### src/hdl/timer_pkg.sv
package timer_pkg;

    // ********************************
    // Widths
    // ********************************
    localparam int DATA_W = 8;
    localparam int ADDR_W = 8;
    localparam int MODE_W = 6;
    localparam int DIV_MAX = 12;
    localparam int EV_W = 4;
    localparam int NUM_TIMERS = 2;
    localparam int TIMER_A = 0;
    localparam int TIMER_C = 1;

    // ********************************
    // Mode register layout
    // ********************************
    typedef struct packed {
        logic capture;
        logic [2:0] clk_sel;
        logic count_continue;
        logic start_clear;
    } mode_t;

    localparam mode_t MODE_RESET = 6'h00;
    localparam logic [2:0] CLK_SEL_EXT = 3'h7;

    // ********************************
    // Register map
    // ********************************
    localparam logic [ADDR_W-1:0] ADDR_DATA_A = 8'hD0;
    localparam logic [ADDR_W-1:0] ADDR_DATA_C = 8'hD1;
    localparam logic [ADDR_W-1:0] ADDR_MODE_A = 8'hD4;
    localparam logic [ADDR_W-1:0] ADDR_MODE_C = 8'hD6;
    localparam logic [ADDR_W-1:0] ADDR_COUNT_A = 8'hD8;
    localparam logic [ADDR_W-1:0] ADDR_COUNT_C = 8'hD9;
    localparam logic [ADDR_W-1:0] ADDR_CAPT_A = 8'hDA;
    localparam logic [ADDR_W-1:0] ADDR_CAPT_C = 8'hDB;
    localparam logic [ADDR_W-1:0] ADDR_IRQ_STATUS = 8'hE0;
    localparam logic [ADDR_W-1:0] ADDR_IRQ_CLEAR = 8'hE1;
    localparam logic [ADDR_W-1:0] ADDR_IRQ_ENABLE = 8'hE2;

    localparam logic [DATA_W-1:0] DATA_RESET = 8'h00;
    localparam logic [DATA_W-1:0] COUNT_ZERO = 8'h00;
    localparam logic [DATA_W-1:0] COUNT_ONE = 8'h01;
    localparam logic [EV_W-1:0] STATUS_RESET = 4'h0;

    // ********************************
    // Interrupt status bits
    // ********************************
    localparam int EV_MATCH_A = 0;
    localparam int EV_MATCH_C = 1;
    localparam int EV_CAPT_A = 2;
    localparam int EV_CAPT_C = 3;

    // Divider exponent for a clock code, 0 means no prescaler tick
    function automatic int div_exponent(input logic [2:0] code,
                                        input logic is_c);
        int e;
        e = 0;
        if (code == 3'h0)
            e = 1;
        else if (code == 3'h1)
            e = 2;
        else if (code != CLK_SEL_EXT)
            e = is_c ? 2 * int'(code) : 2 * int'(code) - 1;
        return e;
    endfunction

endpackage

### src/hdl/timer_pair_mode_control.sv
// What this block does
// RULE1 - A capture-select bit picks plain timer/counter (0) or capture (1).
// RULE2 - A count-continue bit of 0 holds the count; 1 resumes from it. Here the write that sets it with start clears, so counting restarts at 0.
// RULE3 - A start bit of 0 stops counting; writing 1 clears and restarts.
// RULE4 - Timer A clock code 000 is /2, 010..110 /2^3../2^11, 111 the pin.
// RULE5 - Timer C clock codes 000..110 are /2,/2^2../2^12; 111 gives none.
// RULE6 - Reset clears every bit of the timer C mode register.
// RULE7 - With the pin clock, each rising edge of the pin counts once.
// RULE8 - In capture mode counting goes on and an edge copies the count.
// RULE9 - In timer mode a count equal to the data register clears and flags.
`timescale 1ns/1ps
`default_nettype none
module timer_pair_mode_control
    import timer_pkg::*;
(
    // Clock and reset
    input wire logic ref_clk,
    input wire logic sys_rst,
    // Register port
    input wire logic [ADDR_W-1:0] reg_addr,
    input wire logic [DATA_W-1:0] reg_wdata,
    input wire logic reg_wr,
    input wire logic reg_rd,
    output logic [DATA_W-1:0] reg_rdata,
    // Pins
    input wire logic external_event_input,
    input wire logic capture_a_pin,
    input wire logic capture_c_pin,
    // Interrupt
    output logic irq
);

    // ********************************
    // Declarations
    // ********************************
    mode_t mode [NUM_TIMERS];
    logic [DATA_W-1:0] data_reg [NUM_TIMERS];
    logic [DATA_W-1:0] count [NUM_TIMERS];
    logic [DATA_W-1:0] capt [NUM_TIMERS];
    logic [NUM_TIMERS-1:0] tick;
    logic [NUM_TIMERS-1:0] run;
    logic [NUM_TIMERS-1:0] start_wr;
    logic [NUM_TIMERS-1:0] match_hit;
    logic [NUM_TIMERS-1:0] capt_hit;
    logic [NUM_TIMERS-1:0] capt_rise;
    logic [DIV_MAX:1] div_tick;
    logic event_rise;
    logic [EV_W-1:0] irq_status;
    logic [EV_W-1:0] irq_enable;
    logic [EV_W-1:0] irq_set;
    logic [EV_W-1:0] irq_clear;
    logic [DATA_W-1:0] next_rdata;
    logic [ADDR_W-1:0] mode_addr [NUM_TIMERS];
    logic [ADDR_W-1:0] data_addr [NUM_TIMERS];

    assign mode_addr[TIMER_A] = ADDR_MODE_A;
    assign mode_addr[TIMER_C] = ADDR_MODE_C;
    assign data_addr[TIMER_A] = ADDR_DATA_A;
    assign data_addr[TIMER_C] = ADDR_DATA_C;

    // ********************************
    // Rate sources
    // ********************************
    // One divider shared, so both timers see aligned rates
    clock_prescaler u_prescaler (
        .ref_clk(ref_clk),
        .sys_rst(sys_rst),
        .div_tick(div_tick)
    );

    // Pins cross into ref_clk before any edge is judged
    edge_sync #(.W(3)) u_pin_sync (
        .ref_clk(ref_clk),
        .sys_rst(sys_rst),
        .pin_in({capture_c_pin, capture_a_pin, external_event_input}),
        .rise_out({capt_rise[TIMER_C], capt_rise[TIMER_A], event_rise})
    );

    // ********************************
    // Per-timer logic
    // ********************************
    for (genvar i = 0; i < NUM_TIMERS; i++)
    begin : g_timer
        int exp_sel;

        // RULE4 RULE5 clock code decode
        assign exp_sel = div_exponent(mode[i].clk_sel, i == TIMER_C);

        always_comb
        begin
            tick[i] = 1'b0;
            if (exp_sel != 0)
                tick[i] = div_tick[exp_sel];
            // RULE7 pin edge as clock
            else if (i == TIMER_A)
                tick[i] = event_rise;
        end

        // RULE2 RULE3 counting needs both bits
        assign run[i] = mode[i].start_clear & mode[i].count_continue;
        assign start_wr[i] = reg_wr && reg_addr == mode_addr[i] &&
                             reg_wdata[0];
        // RULE9 match only outside capture mode
        assign match_hit[i] = run[i] && tick[i] && !start_wr[i] &&
                              !mode[i].capture && count[i] == data_reg[i];
        // RULE1 RULE8 capture select gates the copy
        assign capt_hit[i] = mode[i].capture && capt_rise[i];

        // RULE6 mode bits clear at reset
        always_ff @(posedge ref_clk or posedge sys_rst)
        begin
            if (sys_rst)
                mode[i] <= MODE_RESET;
            else if (reg_wr && reg_addr == mode_addr[i])
                mode[i] <= mode_t'(reg_wdata[MODE_W-1:0]);
        end

        always_ff @(posedge ref_clk or posedge sys_rst)
        begin
            if (sys_rst)
                data_reg[i] <= DATA_RESET;
            else if (reg_wr && reg_addr == data_addr[i])
                data_reg[i] <= reg_wdata;
        end

        always_ff @(posedge ref_clk or posedge sys_rst)
        begin
            if (sys_rst)
                count[i] <= COUNT_ZERO;
            // RULE3 write of start clears
            else if (start_wr[i])
                count[i] <= COUNT_ZERO;
            // RULE9 clear on match
            else if (match_hit[i])
                count[i] <= COUNT_ZERO;
            // RULE8 capture mode keeps counting and wraps
            else if (run[i] && tick[i])
                count[i] <= count[i] + COUNT_ONE;
        end

        // RULE8 copy of the running count
        // No run gating, a stopped timer still latches
        always_ff @(posedge ref_clk or posedge sys_rst)
        begin
            if (sys_rst)
                capt[i] <= COUNT_ZERO;
            else if (capt_hit[i])
                capt[i] <= count[i];
        end
    end

    // ********************************
    // Interrupts
    // ********************************
    assign irq_set[EV_MATCH_A] = match_hit[TIMER_A];
    assign irq_set[EV_MATCH_C] = match_hit[TIMER_C];
    assign irq_set[EV_CAPT_A] = capt_hit[TIMER_A];
    assign irq_set[EV_CAPT_C] = capt_hit[TIMER_C];
    assign irq_clear = (reg_wr && reg_addr == ADDR_IRQ_CLEAR) ?
                       reg_wdata[EV_W-1:0] : STATUS_RESET;

    // Set beats clear so no event is lost
    always_ff @(posedge ref_clk or posedge sys_rst)
    begin
        if (sys_rst)
            irq_status <= STATUS_RESET;
        else
            irq_status <= (irq_status & ~irq_clear) | irq_set;
    end

    always_ff @(posedge ref_clk or posedge sys_rst)
    begin
        if (sys_rst)
            irq_enable <= STATUS_RESET;
        else if (reg_wr && reg_addr == ADDR_IRQ_ENABLE)
            irq_enable <= reg_wdata[EV_W-1:0];
    end

    // Registered output, one cycle behind status
    always_ff @(posedge ref_clk or posedge sys_rst)
    begin
        if (sys_rst)
            irq <= 1'b0;
        else
            irq <= |(irq_status & irq_enable);
    end

    // ********************************
    // Register read
    // ********************************
    always_comb
    begin
        next_rdata = DATA_RESET;
        case (reg_addr)
            ADDR_DATA_A: next_rdata = data_reg[TIMER_A];
            ADDR_DATA_C: next_rdata = data_reg[TIMER_C];
            ADDR_MODE_A: next_rdata = {2'h0, mode[TIMER_A]};
            ADDR_MODE_C: next_rdata = {2'h0, mode[TIMER_C]};
            ADDR_COUNT_A: next_rdata = count[TIMER_A];
            ADDR_COUNT_C: next_rdata = count[TIMER_C];
            ADDR_CAPT_A: next_rdata = capt[TIMER_A];
            ADDR_CAPT_C: next_rdata = capt[TIMER_C];
            ADDR_IRQ_STATUS: next_rdata = {4'h0, irq_status};
            ADDR_IRQ_ENABLE: next_rdata = {4'h0, irq_enable};
            default: next_rdata = DATA_RESET;
        endcase
    end

    // Data stand only in the cycle after the strobe
    always_ff @(posedge ref_clk or posedge sys_rst)
    begin
        if (sys_rst)
            reg_rdata <= DATA_RESET;
        else if (reg_rd)
            reg_rdata <= next_rdata;
        else
            reg_rdata <= DATA_RESET;
    end
endmodule // timer_pair_mode_control
`default_nettype wire

### src/hdl/clock_prescaler.sv
`timescale 1ns/1ps
`default_nettype none
module clock_prescaler
    import timer_pkg::*;
(
    // Clock and reset
    input wire logic ref_clk,
    input wire logic sys_rst,
    // Division enables, bit k pulses once every 2^k cycles
    output logic [DIV_MAX:1] div_tick
);

    localparam logic [DIV_MAX-1:0] DIV_ONE = 12'h001;

    logic [DIV_MAX-1:0] div_count;
    logic [DIV_MAX:1] next_tick;
    logic ones_run;

    always_ff @(posedge ref_clk or posedge sys_rst)
    begin
        if (sys_rst)
            div_count <= '0;
        else
            div_count <= div_count + DIV_ONE;
    end

    // Tap k fires when the low k bits are all ones, once every 2^k cycles
    always_comb
    begin
        ones_run = 1'b1;
        next_tick = '0;
        for (int k = 1; k <= DIV_MAX; k++)
        begin
            ones_run = ones_run & div_count[k-1];
            next_tick[k] = ones_run;
        end
    end

    // Free running, so all rates stay phase aligned
    always_ff @(posedge ref_clk or posedge sys_rst)
    begin
        if (sys_rst)
            div_tick <= '0;
        else
            div_tick <= next_tick;
    end

endmodule // clock_prescaler
`default_nettype wire

### src/hdl/edge_sync.sv
`timescale 1ns/1ps
`default_nettype none
module edge_sync #(
    parameter int W = 3
) (
    // Clock and reset
    input wire logic ref_clk,
    input wire logic sys_rst,
    // Asynchronous pins
    input wire logic [W-1:0] pin_in,
    // One-cycle pulse per low-to-high change
    output logic [W-1:0] rise_out
);

    logic [W-1:0] meta;
    logic [W-1:0] stable;
    logic [W-1:0] last;

    // First stage read only by the second
    always_ff @(posedge ref_clk or posedge sys_rst)
    begin
        if (sys_rst)
        begin
            meta <= '0;
            stable <= '0;
            last <= '0;
        end
        else
        begin
            meta <= pin_in;
            stable <= meta;
            last <= stable;
        end
    end

    always_ff @(posedge ref_clk or posedge sys_rst)
    begin
        if (sys_rst)
            rise_out <= '0;
        else
            rise_out <= stable & ~last;
    end

endmodule // edge_sync
`default_nettype wire

### config.mk
export PLATFORM = sky130hd
export DESIGN_NAME = timer_pair_mode_control
export DESIGN_NICKNAME = d
export VERILOG_FILES = /design/src/hdl/timer_pkg.sv /design/src/hdl/timer_pair_mode_control.sv /design/src/hdl/clock_prescaler.sv /design/src/hdl/edge_sync.sv
export SDC_FILE = /design/constraint.sdc
export NUM_CORES = 1
export LEC_CHECK = 0
export BUFFER_PORTS_ARGS = -buffer_cell sky130_fd_sc_hd__buf_4
export CELL_PAD_IN_SITES_DETAIL_PLACEMENT = 0
export CELL_PAD_IN_SITES_GLOBAL_PLACEMENT = 1
export CORE_ASPECT_RATIO = 1.4
export CORE_MARGIN = 4
export CORE_UTILIZATION = 35
export DETAILED_ROUTE_END_ITERATION = 6
export PLACE_DENSITY = 0.57
export SYNTH_ARGS = -nofsm -noshare
export SYNTH_HDL_FRONTEND = slang
export SYNTH_SLANG_ARGS = --single-unit
### constraint.sdc
create_clock -name ref_clk -period 9.2 [get_ports ref_clk]
set_input_delay 1.84 -clock ref_clk [delete_from_list [all_inputs] [get_ports ref_clk]]
set_output_delay 1.84 -clock ref_clk [all_outputs]
set_load 0.005 [all_outputs]
== Yosys cells after proc, flatten, opt, wreduce, memory -nomap -nowiden ==
Cells that the tools add are included.
Widths: inputs -> output; s select.

* Register bits after elaboration: 113
* Bits of input ports: 23
* Logic and storage cells: 118

* $add $sub $neg: 4
* $lt $le $gt $ge: 2
* Eq/ne operators: 17
* Multiplexer cells: 23
* Bitwise logic cells: 19
* Reductions and logical operators: 29

{| class="wikitable"
|+ Operators by type and width
! cell !! number
|-
| $mux 32 || 3
|-
| $eq 8x8->1 const B || 11
|-
| $pmux 8 s10 || 1
|-
| $lt 32x6->1 const B || 2
|-
| $reduce_bool 32->1 || 2
|-
| $mux 8 || 7
|-
| $logic_and 1x1->1 || 18
|-
| $add 8x1->8 const B || 2
|-
| $eq 8x8->1 || 2
|-
| $mux 4 || 4
|-
| $and 1x1->1 || 13
|-
| $add 12x1->12 const B || 1
|-
| $and 4x4->4 || 2
|-
| $bmux 1 s4 || 2
|-
| $eq 3x1->1 const B || 2
|-
| $logic_not 3->1 || 2
|-
| $mux 1 || 6
|-
| $ne 3x3->1 const B || 2
|-
| $reduce_bool 3->1 || 2
|-
| $sub 4x1->5 const B || 1
|-
| $logic_not 1->1 || 4
|-
| $not 4->4 || 1
|-
| $or 4x4->4 || 1
|-
| $reduce_or 4->1 || 1
|-
| 2 further kinds || 2
|}

== Logic depth before layout (Yosys ltp) ==
Gate-level depths: netlist of the first run.

* Depth in word-level cells: 14
* Mapped depth: 7

== Cells and area by module ==
Synthesis of the first run repeated with hierarchy kept, for this count alone.

* Cells, all modules: 454
* Area total of the unflattened synthesis: 5331.4 um^2

{| class="wikitable"
|+ By module, submodules not included
! module !! instances !! cells each !! area an instance (um^2)
|-
| timer_pair_mode_control || 1 || 373 || 4102.7
|-
| clock_prescaler || 1 || 65 || 883.3
|-
| edge_sync || 1 || 16 || 345.3
|}

== Least setup slack after synthesis of the first run ==
OpenSTA, ideal clock, no wires.

* Path kind: input-to-reg
* Start point: input reg_addr[0]
* End point: register data_reg[10] in the netlist's numbering
* Data arrival time: 3069 ps
* Required time: 9075 ps
* Slack: 6006 ps
* Cell stages on the path: 5
* Buffers on the path: 2
* Path through: buf_2 buf_2 nor4_1 nand2_1 mux2_2

* Word-level cells in the longest chain between the ends: 2

{| class="wikitable"
|+ RTL lines
! item !! RTL line !! text
|-
| start: declaration || timer_pair_mode_control.sv:20 || <nowiki>input wire logic [ADDR_W-1:0] reg_addr,</nowiki>
|-
| $eq 8x8->1 || timer_pair_mode_control.sv:122 || <nowiki>else if (reg_wr && reg_addr == data_addr[i])</nowiki>
|-
| $logic_and 1x1->1 || timer_pair_mode_control.sv:122 ||
|-
| end signal: indexed assignment || timer_pair_mode_control.sv:123 || <nowiki>data_reg[i] <= reg_wdata;</nowiki>
|-
| end: declaration || timer_pair_mode_control.sv:37 || <nowiki>logic [DATA_W-1:0] data_reg [NUM_TIMERS];</nowiki>
|}

No other way between the ends.
A chain may end at the register's enable or synchronous reset.

== Final worst setup path of the first run ==
* Start point: input reg_addr[5]
* End point: register mode[1] in the netlist's numbering

* Word-level cells in the longest chain between the ends: 2

{| class="wikitable"
|+ RTL lines
! item !! RTL line !! text
|-
| $eq 8x8->1 || timer_pair_mode_control.sv:114 || <nowiki>else if (reg_wr && reg_addr == mode_addr[i])</nowiki>
|-
| $logic_and 1x1->1 || timer_pair_mode_control.sv:114 ||
|-
| end signal: indexed assignment || timer_pair_mode_control.sv:115 || <nowiki>mode[i] <= mode_t'(reg_wdata[MODE_W-1:0]);</nowiki>
|-
| end: declaration || timer_pair_mode_control.sv:36 || <nowiki>mode_t mode [NUM_TIMERS];</nowiki>
|}

No other way between the ends.

==> results.json, run 1 <==
{
  "cp_max_fo": 15,
  "drc_errors": 0,
  "rows": 52,
  "clock_latency_ns": 0.41,
  "cp.arrival_ns": 3.71,
  "setup_viol": 0,
  "mappedNetlistArea_um2": 5298,
  "fin_skew_ns": 0.006434,
  "fin_tns_setup_ns": 0,
  "fp.dieW_um": 112.0,
  "synth_area_per_cell_um2": 11.85,
  "clkTransAtPathRegs_ns": 0.05,
  "postCtsHoldBufs": 0,
  "cts-buffers-inserted": 17,
  "p_leak_uw": 0.002826,
  "synth_edf_count": 0,
  "gr-total-overflow": 0,
  "wl_per_cell_um": 19.57,
  "die_h_um": 153.6,
  "die-area_um2": 17200,
  "syn_to_final_growth_pct": 17.95,
  "synth_ff_type": "dfrtp_1",
  "grt_first_pass_wirelength_um": 21960,
  "netlist_instances": 447,
  "crit_path_start_kind": "input port",
  "num_antenna_cells": 0,
  "post_cts_buffers": 0,
  "antenna_found_initial": 0,
  "tightest_slew_ns": 0.9996,
  "cts_sinks": 113,
  "vias": 3599,
  "fill_cells": 1409,
  "ys_ff_latch": 113,
  "timing.slew.headroom_pct": 33.07,
  "grt_max_degree": 63,
  "grt_pass1_vias": 3845,
  "io_pins": 32,
  "track_usage_pct": 16.69,
  "min_from": "u_pin_sync.meta[0]$_DFF_PP0_",
  "hold_path_class": "flop to flop",
  "drv_cap": 0,
  "power_density_nw_per_um2": 193.9,
  "dp.cells": 650,
  "post-route-period-util_pct": 37.15,
  "outcome": "complete, no violations",
  "fin_nets": 507,
  "cts_tree": "built",
  "rsz0062_at_grt": "no",
  "slew_viol_final": 0,
  "async_flop_share_pct": 100.0,
  "cp-end-kind": "flop",
  "startpoint": "reg_addr[5]",
  "cts-root-buf": "clkbuf_16",
  "cts_resized": 0,
  "crit_type": "input port to flop",
  "syn_nets": 474,
  "start_util_pct": 36.19,
  "clock.fmax_mhz": 292.6,
  "yosysWarnings": 0,
  "hold-worst-slack_ns": 0.3459,
  "detail-route-antenna-nets": 0,
  "htree_levels": 4,
  "ir_drop_v": 0.00009998,
  "first_iter_violations": 209,
  "synth-seq-area-share_pct": 53.38,
  "final_cells": 680,
  "dr.pass1.iters": 5,
  "cts_buffer_depth": 2,
  "crit_required_ns": 9.50,
  "io_buffers": 31,
  "gp_congestion": 0.8006,
  "fin_crit_ns": 3.418,
  "timing.rr.start": "count[1]$_DFFE_PP0P_",
  "synth_cell_types": 55,
  "via_per_inst": 5.293,
  "hold_viol": 0,
  "drive_above_1_share_pct": 26.48,
  "core_area_um2": 14640,
  "dpl.hpwl_um": 9777,
  "drt_wl_total_um": 13310
}
[logic make-up after synthesis]
family / Yosys count / synth area share [%]
buf+inv: 24 / 2.055
compound gates: 67 / 8.503
mux: 61 / 13.93
flops: 113 / 53.38
simple gates: 145 / 15.73
xor+xnor: 33 / 5.456
fa+ha+maj: 4 / 0.9448
[report_power, final]
part | internal, µW | switching, µW
clock network | 402 | 214
registers | 515 | 16.7
logic | 29.0 | 34.8
[worst max-delay path, stage by stage]
cell and delay [ns]:
buf_4 0.12, nand4b_4 0.21, nor4b_4 0.79, nand3_1 0.39
mux2_2 0.36
[cells in the mapped netlist (all sizes together), types with 7 or more instances]
cell	number	area share, %
o21ai	14	1.3
buf	10	1.1
a22oi	15	2.1
nor3	7	0.76
nand2	40	2.9
nand3	23	2.2
dfrtp	113	53
nor2	26	2.0
xor2	10	1.7
and2	8	0.94
a21oi	13	1.2
xnor2	23	3.8
and3	7	0.83
mux2	52	11
clkbuf	8	0.57
[final cells by class]
cell class | count | area (µm²) | area share (%)
flip-flops and latches | 113 | 2828 | 45.25
multi-input cells | 310 | 2361 | 37.79
clock buffers | 25 | 505.5 | 8.090
repair buffers | 32 | 240.2 | 3.845
well taps | 189 | 236.5 | 3.785
clock inverters | 5 | 52.55 | 0.8410
inverters | 6 | 25.02 | 0.4005
[worst paths after layout]
| path | endpoint | slack (ns) | cells past startpoint |
|---|---|---|---|
| max in group asynchronous | count[13]$_DFFE_PP0P_ | 6.42 | 3 |
| hold reg to reg | u_pin_sync.stable[0]$_DFF_PP0_ | 0.35 | 0 |
| setup reg to reg | count[1]$_DFFE_PP0P_ | 7.08 | 5 |
| setup / recovery | mode[1]$_DFFE_PP0P_ | 5.78 | 5 |
| min in group asynchronous | data_reg[13]$_DFFE_PP0P_ | 1.53 | 2 |
| hold / removal | u_pin_sync.stable[0]$_DFF_PP0_ | 0.35 | 0 |
[routing by layer]
metal	track usage, %	vias to the layer above	wire length, µm	share of wire, %
li1	-	1678	-	-
met1	19.71	1817	5400	41
met2	28.99	80	7007	53
met3	3.775	24	533	4.0
met4	7.331	0	365	2.7
met5	0	-	0	0
[metrics by stage]
stage / util [%] / setup slack [ns] / total power, µW / instance area, µm²
after floorplan: - / 4.373 / 575.6 / 5298
after global placement: 38.87 / 5.391 / 604.1 / 5690
after detailed placement: 38.87 / 5.343 / 605.1 / 5690
after CTS: 42.68 / 5.776 / 1226 / 6248
after global routing: 42.68 / 5.675 / 1262 / 6248
final: 42.68 / 5.782 / 1212 / 6248
[layout by cell type, fill, tap and decap left out, types with 4 or more instances in the layout]
cell / count
dfrtp_1: 113
mux2_2: 52
nand2_1: 38
buf_4: 32
nor2_1: 25
nand3_1: 23
xnor2_1: 23
clkbuf_16: 17
a22oi_1: 15
a21oi_1: 13
o21ai_0: 13
xor2_1: 10
and2_1: 8
and3_1: 7
nor3_1: 6
a22o_1: 6
inv_1: 5
nor2b_1: 5
nand4_1: 5
mux4_2: 5
a31oi_1: 5
clkbuf_8: 5
nand2b_1: 4
mux2i_1: 4
ha_1: 4
Note: power is estimated with default switching activity, not from simulation.
==> inputs of run 2 (changes only) <==
Settings changed: ABC_AREA from default to 1, PLACE_DENSITY 0.57 to 0.6.
Clock period 9.2 ns to 3.3 ns, I/O delays scaled along.
==> run 2 against run 1 <==
  * Sequential share of layout area down 2.2 points
  * Synthesized area grew 3.6%
  * Design area increased by 5.2%
  * Clock-buffer cell count shrank 5
  * Synthesized cell count grew 45%
  * Register-to-register slack worse by 5.6 ns
  * Sequential power rose to 2.9 times the previous value
  * Critical path depth rose by 9
  * First-iteration DRC count grew 32%
==> results.json, run 2 <==
{
  "p_leak_uw": 0.003187,
  "cp_max_fo": 12,
  "cp.arrival_ns": 2.20,
  "synth_cell_types": 40,
  "io_pins": 32,
  "mostFrequentLayoutCells": "nand2_1, dfrtp_1, inv_1, o21ai_0, nand3_1",
  "rows": 53,
  "yosysMostFrequentCell": "nand2_1",
  "syn_nets": 676,
  "drt_wl_total_um": 15500,
  "multiInputGateArea_um2": 2223,
  "layout_commonest_cell": "nand2_1",
  "crit_required_ns": 3.60,
  "regArea_um2": 2828,
  "ys_ff_latch": 113,
  "io_buffers": 31,
  "fin_skew_ns": 0.006953,
  "crit_path_start_kind": "input port",
  "core_area_um2": 15190,
  "post-route-period-util_pct": 57.76,
  "hold_path_class": "flop to flop",
  "num_antenna_cells": 0,
  "clock_latency_ns": 0.42,
  "yosys.area.top_type": "dfrtp_1",
  "clkTransAtPathRegs_ns": 0.05,
  "postCtsHoldBufs": 0,
  "setup_viol": 0,
  "timing.slew.headroom_pct": 52.01,
  "drv_cap": 0,
  "via_per_inst": 5.032,
  "crit_type": "input port to flop",
  "synth_ff_type": "dfrtp_1",
  "clock.fmax_mhz": 524.7,
  "fin_crit_ns": 1.906,
  "drive_above_1_share_pct": 14.79,
  "final_area_um2": 6574,
  "synth_area_per_cell_um2": 8.458,
  "fin_tns_setup_ns": 0,
  "grt_max_degree": 44,
  "drc_errors": 0,
  "slowest_delay_ns": 0.18,
  "hold-worst-slack_ns": 0.3471,
  "dp.cells": 863,
  "syn_to_final_growth_pct": 19.76,
  "ir_drop_v": 0.0002965,
  "rsz0062_at_grt": "no",
  "mappedNetlistArea_um2": 5489,
  "gr-total-overflow": 0,
  "tightest_slew_ns": 0.7184,
  "cp-end-kind": "flop",
  "grt_pass1_vias": 4560,
  "first_iter_violations": 276,
  "crit_path_top_delay_cell": "nand2_1",
  "placed_cell_area_um2": 5951,
  "synth_top_area_share_pct": 51.52,
  "track_usage_pct": 18.74,
  "yosysWarnings": 0,
  "ys_top_cells_by_count": "nand2_1, dfrtp_1, inv_1, o21ai_0, nand3_1",
  "vias": 4504,
  "cts_resized": 0,
  "dpl.hpwl_um": 12020,
  "cts-root-buf": "clkbuf_16",
  "fp.dieW_um": 113.8,
  "power_density_nw_per_um2": 576.0,
  "gp_congestion": 0.8755,
  "path_cells": "buf_4 -> inv_1 -> nand2_1 -> nor2_1 -> nand2_1 -> nor2_2 -> buf_4 -> inv_2 -> nor2_4 -> inv_2 -> nand2_1 -> inv_2 -> nand2_1 -> nand2_1",
  "synth_edf_count": 0,
  "slew_viol_final": 0,
  "hold_viol": 0,
  "synth.area.top_cells": "dfrtp_1, nand2_1, inv_1",
  "cts_sinks": 113,
  "htree_levels": 4,
  "outcome": "complete, no violations",
  "die-area_um2": 17780,
  "detail-route-antenna-nets": 0,
  "fin_nets": 717,
  "cts_buffer_depth": 2,
  "cts_tree": "built",
  "async_flop_share_pct": 100.0,
  "die_h_um": 156.2,
  "cts-buffers-inserted": 17,
  "fill_cells": 1576,
  "synth-seq-area-share_pct": 51.52,
  "cp_common_cell": "nand2_1",
  "grt_first_pass_wirelength_um": 24940,
  "final_cells": 895,
  "start_util_pct": 36.15,
  "wl_per_cell_um": 17.31,
  "dr.pass1.iters": 4,
  "netlist_instances": 649,
  "post_cts_buffers": 0,
  "antenna_found_initial": 0
}
-- run 2: layer usage --
| metal | GRT usage [%] | routed length (µm) | part of all wire (%) |
|---|---|---|---|
| met5 | 0 | 0 | 0 |
| met4 | 9.508 | 598 | 3.9 |
| met3 | 4.424 | 562 | 3.6 |
| met2 | 33.22 | 8189 | 53 |
| met1 | 20.81 | 6145 | 40 |
-- run 2: stage by stage --
step | setup WS, ns | total power (µW) | utilization, %
CTS | 1.415 | 3839 | 43.29
finish | 1.394 | 3787 | 43.29
floorplan | 1.269 | 1769 | -
global route | 1.210 | 3957 | 43.29
detailed placement | 0.9767 | 1915 | 39.19
global placement | 1.030 | 1914 | 39.19
-- run 2: final cells by class --
class / count / area share, %
Multi-Input combinational cell: 425 / 33.82
Timing Repair Buffer: 35 / 4.378
Sequential cell: 113 / 43.01
Clock inverter: 12 / 2.379
Tap cell: 192 / 3.654
Clock buffer: 20 / 7.099
Inverter: 98 / 5.653
-- run 2: where the power goes --
group,internal [µW],total [µW],switching [µW]
logic,122,366,244
registers,1460,1520,59.8
clock network,1250,1900,656
total,2830,3790,960
-- run 2: worst paths after layout --
path | startpoint | to | slack [ns] | cells past startpoint
min | u_pin_sync.meta[2]$_DFF_PP0_ | u_pin_sync.stable[2]$_DFF_PP0_ | 0.35 | 0
min in group asynchronous | sys_rst | u_pin_sync.meta[0]$_DFF_PP0_ | 0.36 | 2
max in group asynchronous | sys_rst | data_reg[6]$_DFFE_PP0P_ | 2.26 | 3
max | reg_addr[0] | count[3]$_DFFE_PP0P_ | 1.39 | 14
max reg2reg | mode[8]$_DFFE_PP0P_ | count[11]$_DFFE_PP0P_ | 1.45 | 11
min reg2reg | u_pin_sync.meta[2]$_DFF_PP0_ | u_pin_sync.stable[2]$_DFF_PP0_ | 0.35 | 0
-- run 2: worst max-delay path: cells and delay by family --
kind,cells,cell delay [ns]
buf+inv,6,0.63
simple gates,8,0.88
-- run 2: kinds of logic (layout without fill, tap and decap cells) --
logic type / count (synthesis) / in the layout / synth area share (%)
xor gates and xnor gates: 25 / 25 / 3.989
buffers and inverters: 111 / 165 / 7.978
DFF: 113 / 113 / 51.52
AOI/OAI and AO/OA: 115 / 115 / 11.99
and+or+nand+nor: 281 / 281 / 23.62
adders and majority gates: 4 / 4 / 0.9118
==> inputs of run 3 (changes only) <==
Settings changed: PLACE_DENSITY 0.6 to 0.62.
Clock period 3.3 ns to 1.6 ns, I/O delays scaled along.
==> run 3 against run 2 <==
  * The run now ends with negative setup slack left
  * Sequential power rose by 100%
  * Non-clock buffer count grew 60
  * Wire length increased by 2.5%
  * Combinational power up 150%
  * Clock-buffer cell count down 2
  * Die area did not move
  * Clock power up 100%
  * Global-route usage increased by 0.15 points
  * Sequential share of layout area decreased by 3.7 points
  * Design area rose by 9.6%
  * Setup slack lost 1.5 ns
  * Worst hold slack worse by 0.35 ns
==> results.json, run 3 (synthesis gave the netlist of run 2 again) <==
{
  "clkTransAtPathRegs_ns": 0.06,
  "syn_to_final_growth_pct": 31.32,
  "mostFrequentLayoutCells": "nand2_1, dfrtp_1, buf_4, inv_1, o21ai_0",
  "htree_levels": 4,
  "violations": "negative setup slack",
  "r2r_setup_slack_ns": -0.11,
  "hold_path_class": "input port to async pin",
  "timing.rr.start": "mode[8]$_DFFE_PP0P_",
  "outcome": "complete, but fails checks",
  "antenna_found_initial": 0,
  "clock_latency_ns": 0.41,
  "final_area_um2": 7208,
  "drv_cap": 0,
  "tightest_slew_ns": 0.5974,
  "rsz0062_at_grt": "yes",
  "crit_required_ns": 1.94,
  "cts-buffers-inserted": 17,
  "placed_cell_area_um2": 6389,
  "dp_slack_ns": -0.1727,
  "dr.pass1.iters": 4,
  "fin_nets": 777,
  "setup_viol": 8,
  "drt_wl_total_um": 15880,
  "grt_max_degree": 69,
  "drc_errors": 0,
  "layout_commonest_cell": "nand2_1",
  "cts_buffer_depth": 2,
  "die-area_um2": 17780,
  "cts_sinks": 113,
  "die_h_um": 156.2,
  "crit_path_start_kind": "flop",
  "io_buffers": 31,
  "post-route-period-util_pct": 106.8,
  "drive_above_1_share_pct": 27.00,
  "timing.slew.headroom_pct": 60.17,
  "r2r-end": "count[9]$_DFFE_PP0P_",
  "dpl.hpwl_um": 12170,
  "gp_congestion": 0.9348,
  "crit_type": "flop to flop",
  "gr-total-overflow": 0,
  "fin_crit_ns": 1.709,
  "io_pins": 32,
  "grt_pass1_vias": 4856,
  "detail-route-antenna-nets": 0,
  "fill_cells": 1493,
  "track_usage_pct": 18.90,
  "hold_viol": 0,
  "cts-root-buf": "clkbuf_16",
  "fin_skew_ns": 0.007714,
  "fin_ws_ns": -0.1092,
  "first_iter_violations": 217,
  "p_leak_uw": 0.003525,
  "cp.arrival_ns": 2.05,
  "ir_drop_v": 0.0005574,
  "reg2regPathDepth": 11,
  "cp_max_fo": 8,
  "clock.fmax_mhz": 585.1,
  "slew_viol_final": 0,
  "vias": 4685,
  "start_util_pct": 36.15,
  "via_per_inst": 4.906,
  "rows": 53,
  "wl_per_cell_um": 16.63,
  "power_density_nw_per_um2": 1091,
  "startpoint": "mode[8]$_DFFE_PP0P_",
  "cts_tree": "built",
  "num_antenna_cells": 0,
  "cp-end-kind": "flop",
  "core_area_um2": 15190,
  "fp.dieW_um": 113.8,
  "grt_first_pass_wirelength_um": 25480
}
==> run 3: report_power, final <==
part           switching [µW]  total (µW)  internal (µW)
clock                    1370        3850           2480
combinational             567         906            339
sequential                105        3110           3010
total                    2040        7870           5830
==> run 3: final cells by class <==
type	instances	area (µm²)	share of cell area, %
well taps	192	240.2	3.333
multi-input cells	425	2377	32.98
flip-flops and latches	113	2831	39.28
repair buffers	95	778.2	10.80
clock inverters	14	165.2	2.291
clock buffers	18	439.2	6.093
inverters	98	376.6	5.225
==> run 3: critical path, stage by stage, from the launching register on <==
cell      delay (ns)
dfrtp_2         0.47
nor2_4          0.14
nand2_2         0.09
nand2_4         0.12
inv_4           0.05
o211ai_1        0.08
nand2_1         0.09
nand2_2         0.08
nand2_4         0.06
nand2_4         0.09
nand4_4         0.16
o21ai_2         0.19
==> run 3: through the flow <==
stage,power [µW],instances,utilization [%],hold slack [ns],TNS (ns)
floorplan,3648,649,-,0.3312,-10.33
global placement,3990,918,42.07,0.3316,-1.936
detailed placement,4006,918,42.07,0.3358,-2.321
CTS,7932,953,46.70,0.02323,-0.3988
global route,8216,955,47.47,0.04028,-2.409
finish,7868,955,47.47,0.001453,-0.7591
==> run 3: worst max-delay path by stage <==
stage,to,slack [ns],cells after the start
6_report,count[9]$_DFFE_PP0P_,-0.11,11
4_1_cts,count[9]$_DFFE_PP0P_,-0.07,11
3_3_place_gp,reg_rdata[0]$_DFF_PP0_,-0.15,11
2_1_floorplan,capt[0]$_DFFE_PP0P_,-0.09,1
3_5_place_dp,count[9]$_DFFE_PP0P_,-0.17,13
5_1_grt,count[9]$_DFFE_PP0P_,-0.23,11
==> run 3: layer usage <==
metal  up-vias  share of wire (%)  track usage (%)
li1       2335                  -                -
met1      2221                 41            21.79
met2        89                 52            33.56
met3        40                3.0            3.842
met4         0                4.1            8.489
met5         -                  0                0
==> run 3: repair_timing <==
action	4_1_cts	5_1_grt
pin swaps	20	17
buffers inserted	0	2
endpoints found under the setup margin	15	22
hold buffers	3	0
endpoints found under the hold margin	3	0
resized for setup	22	36
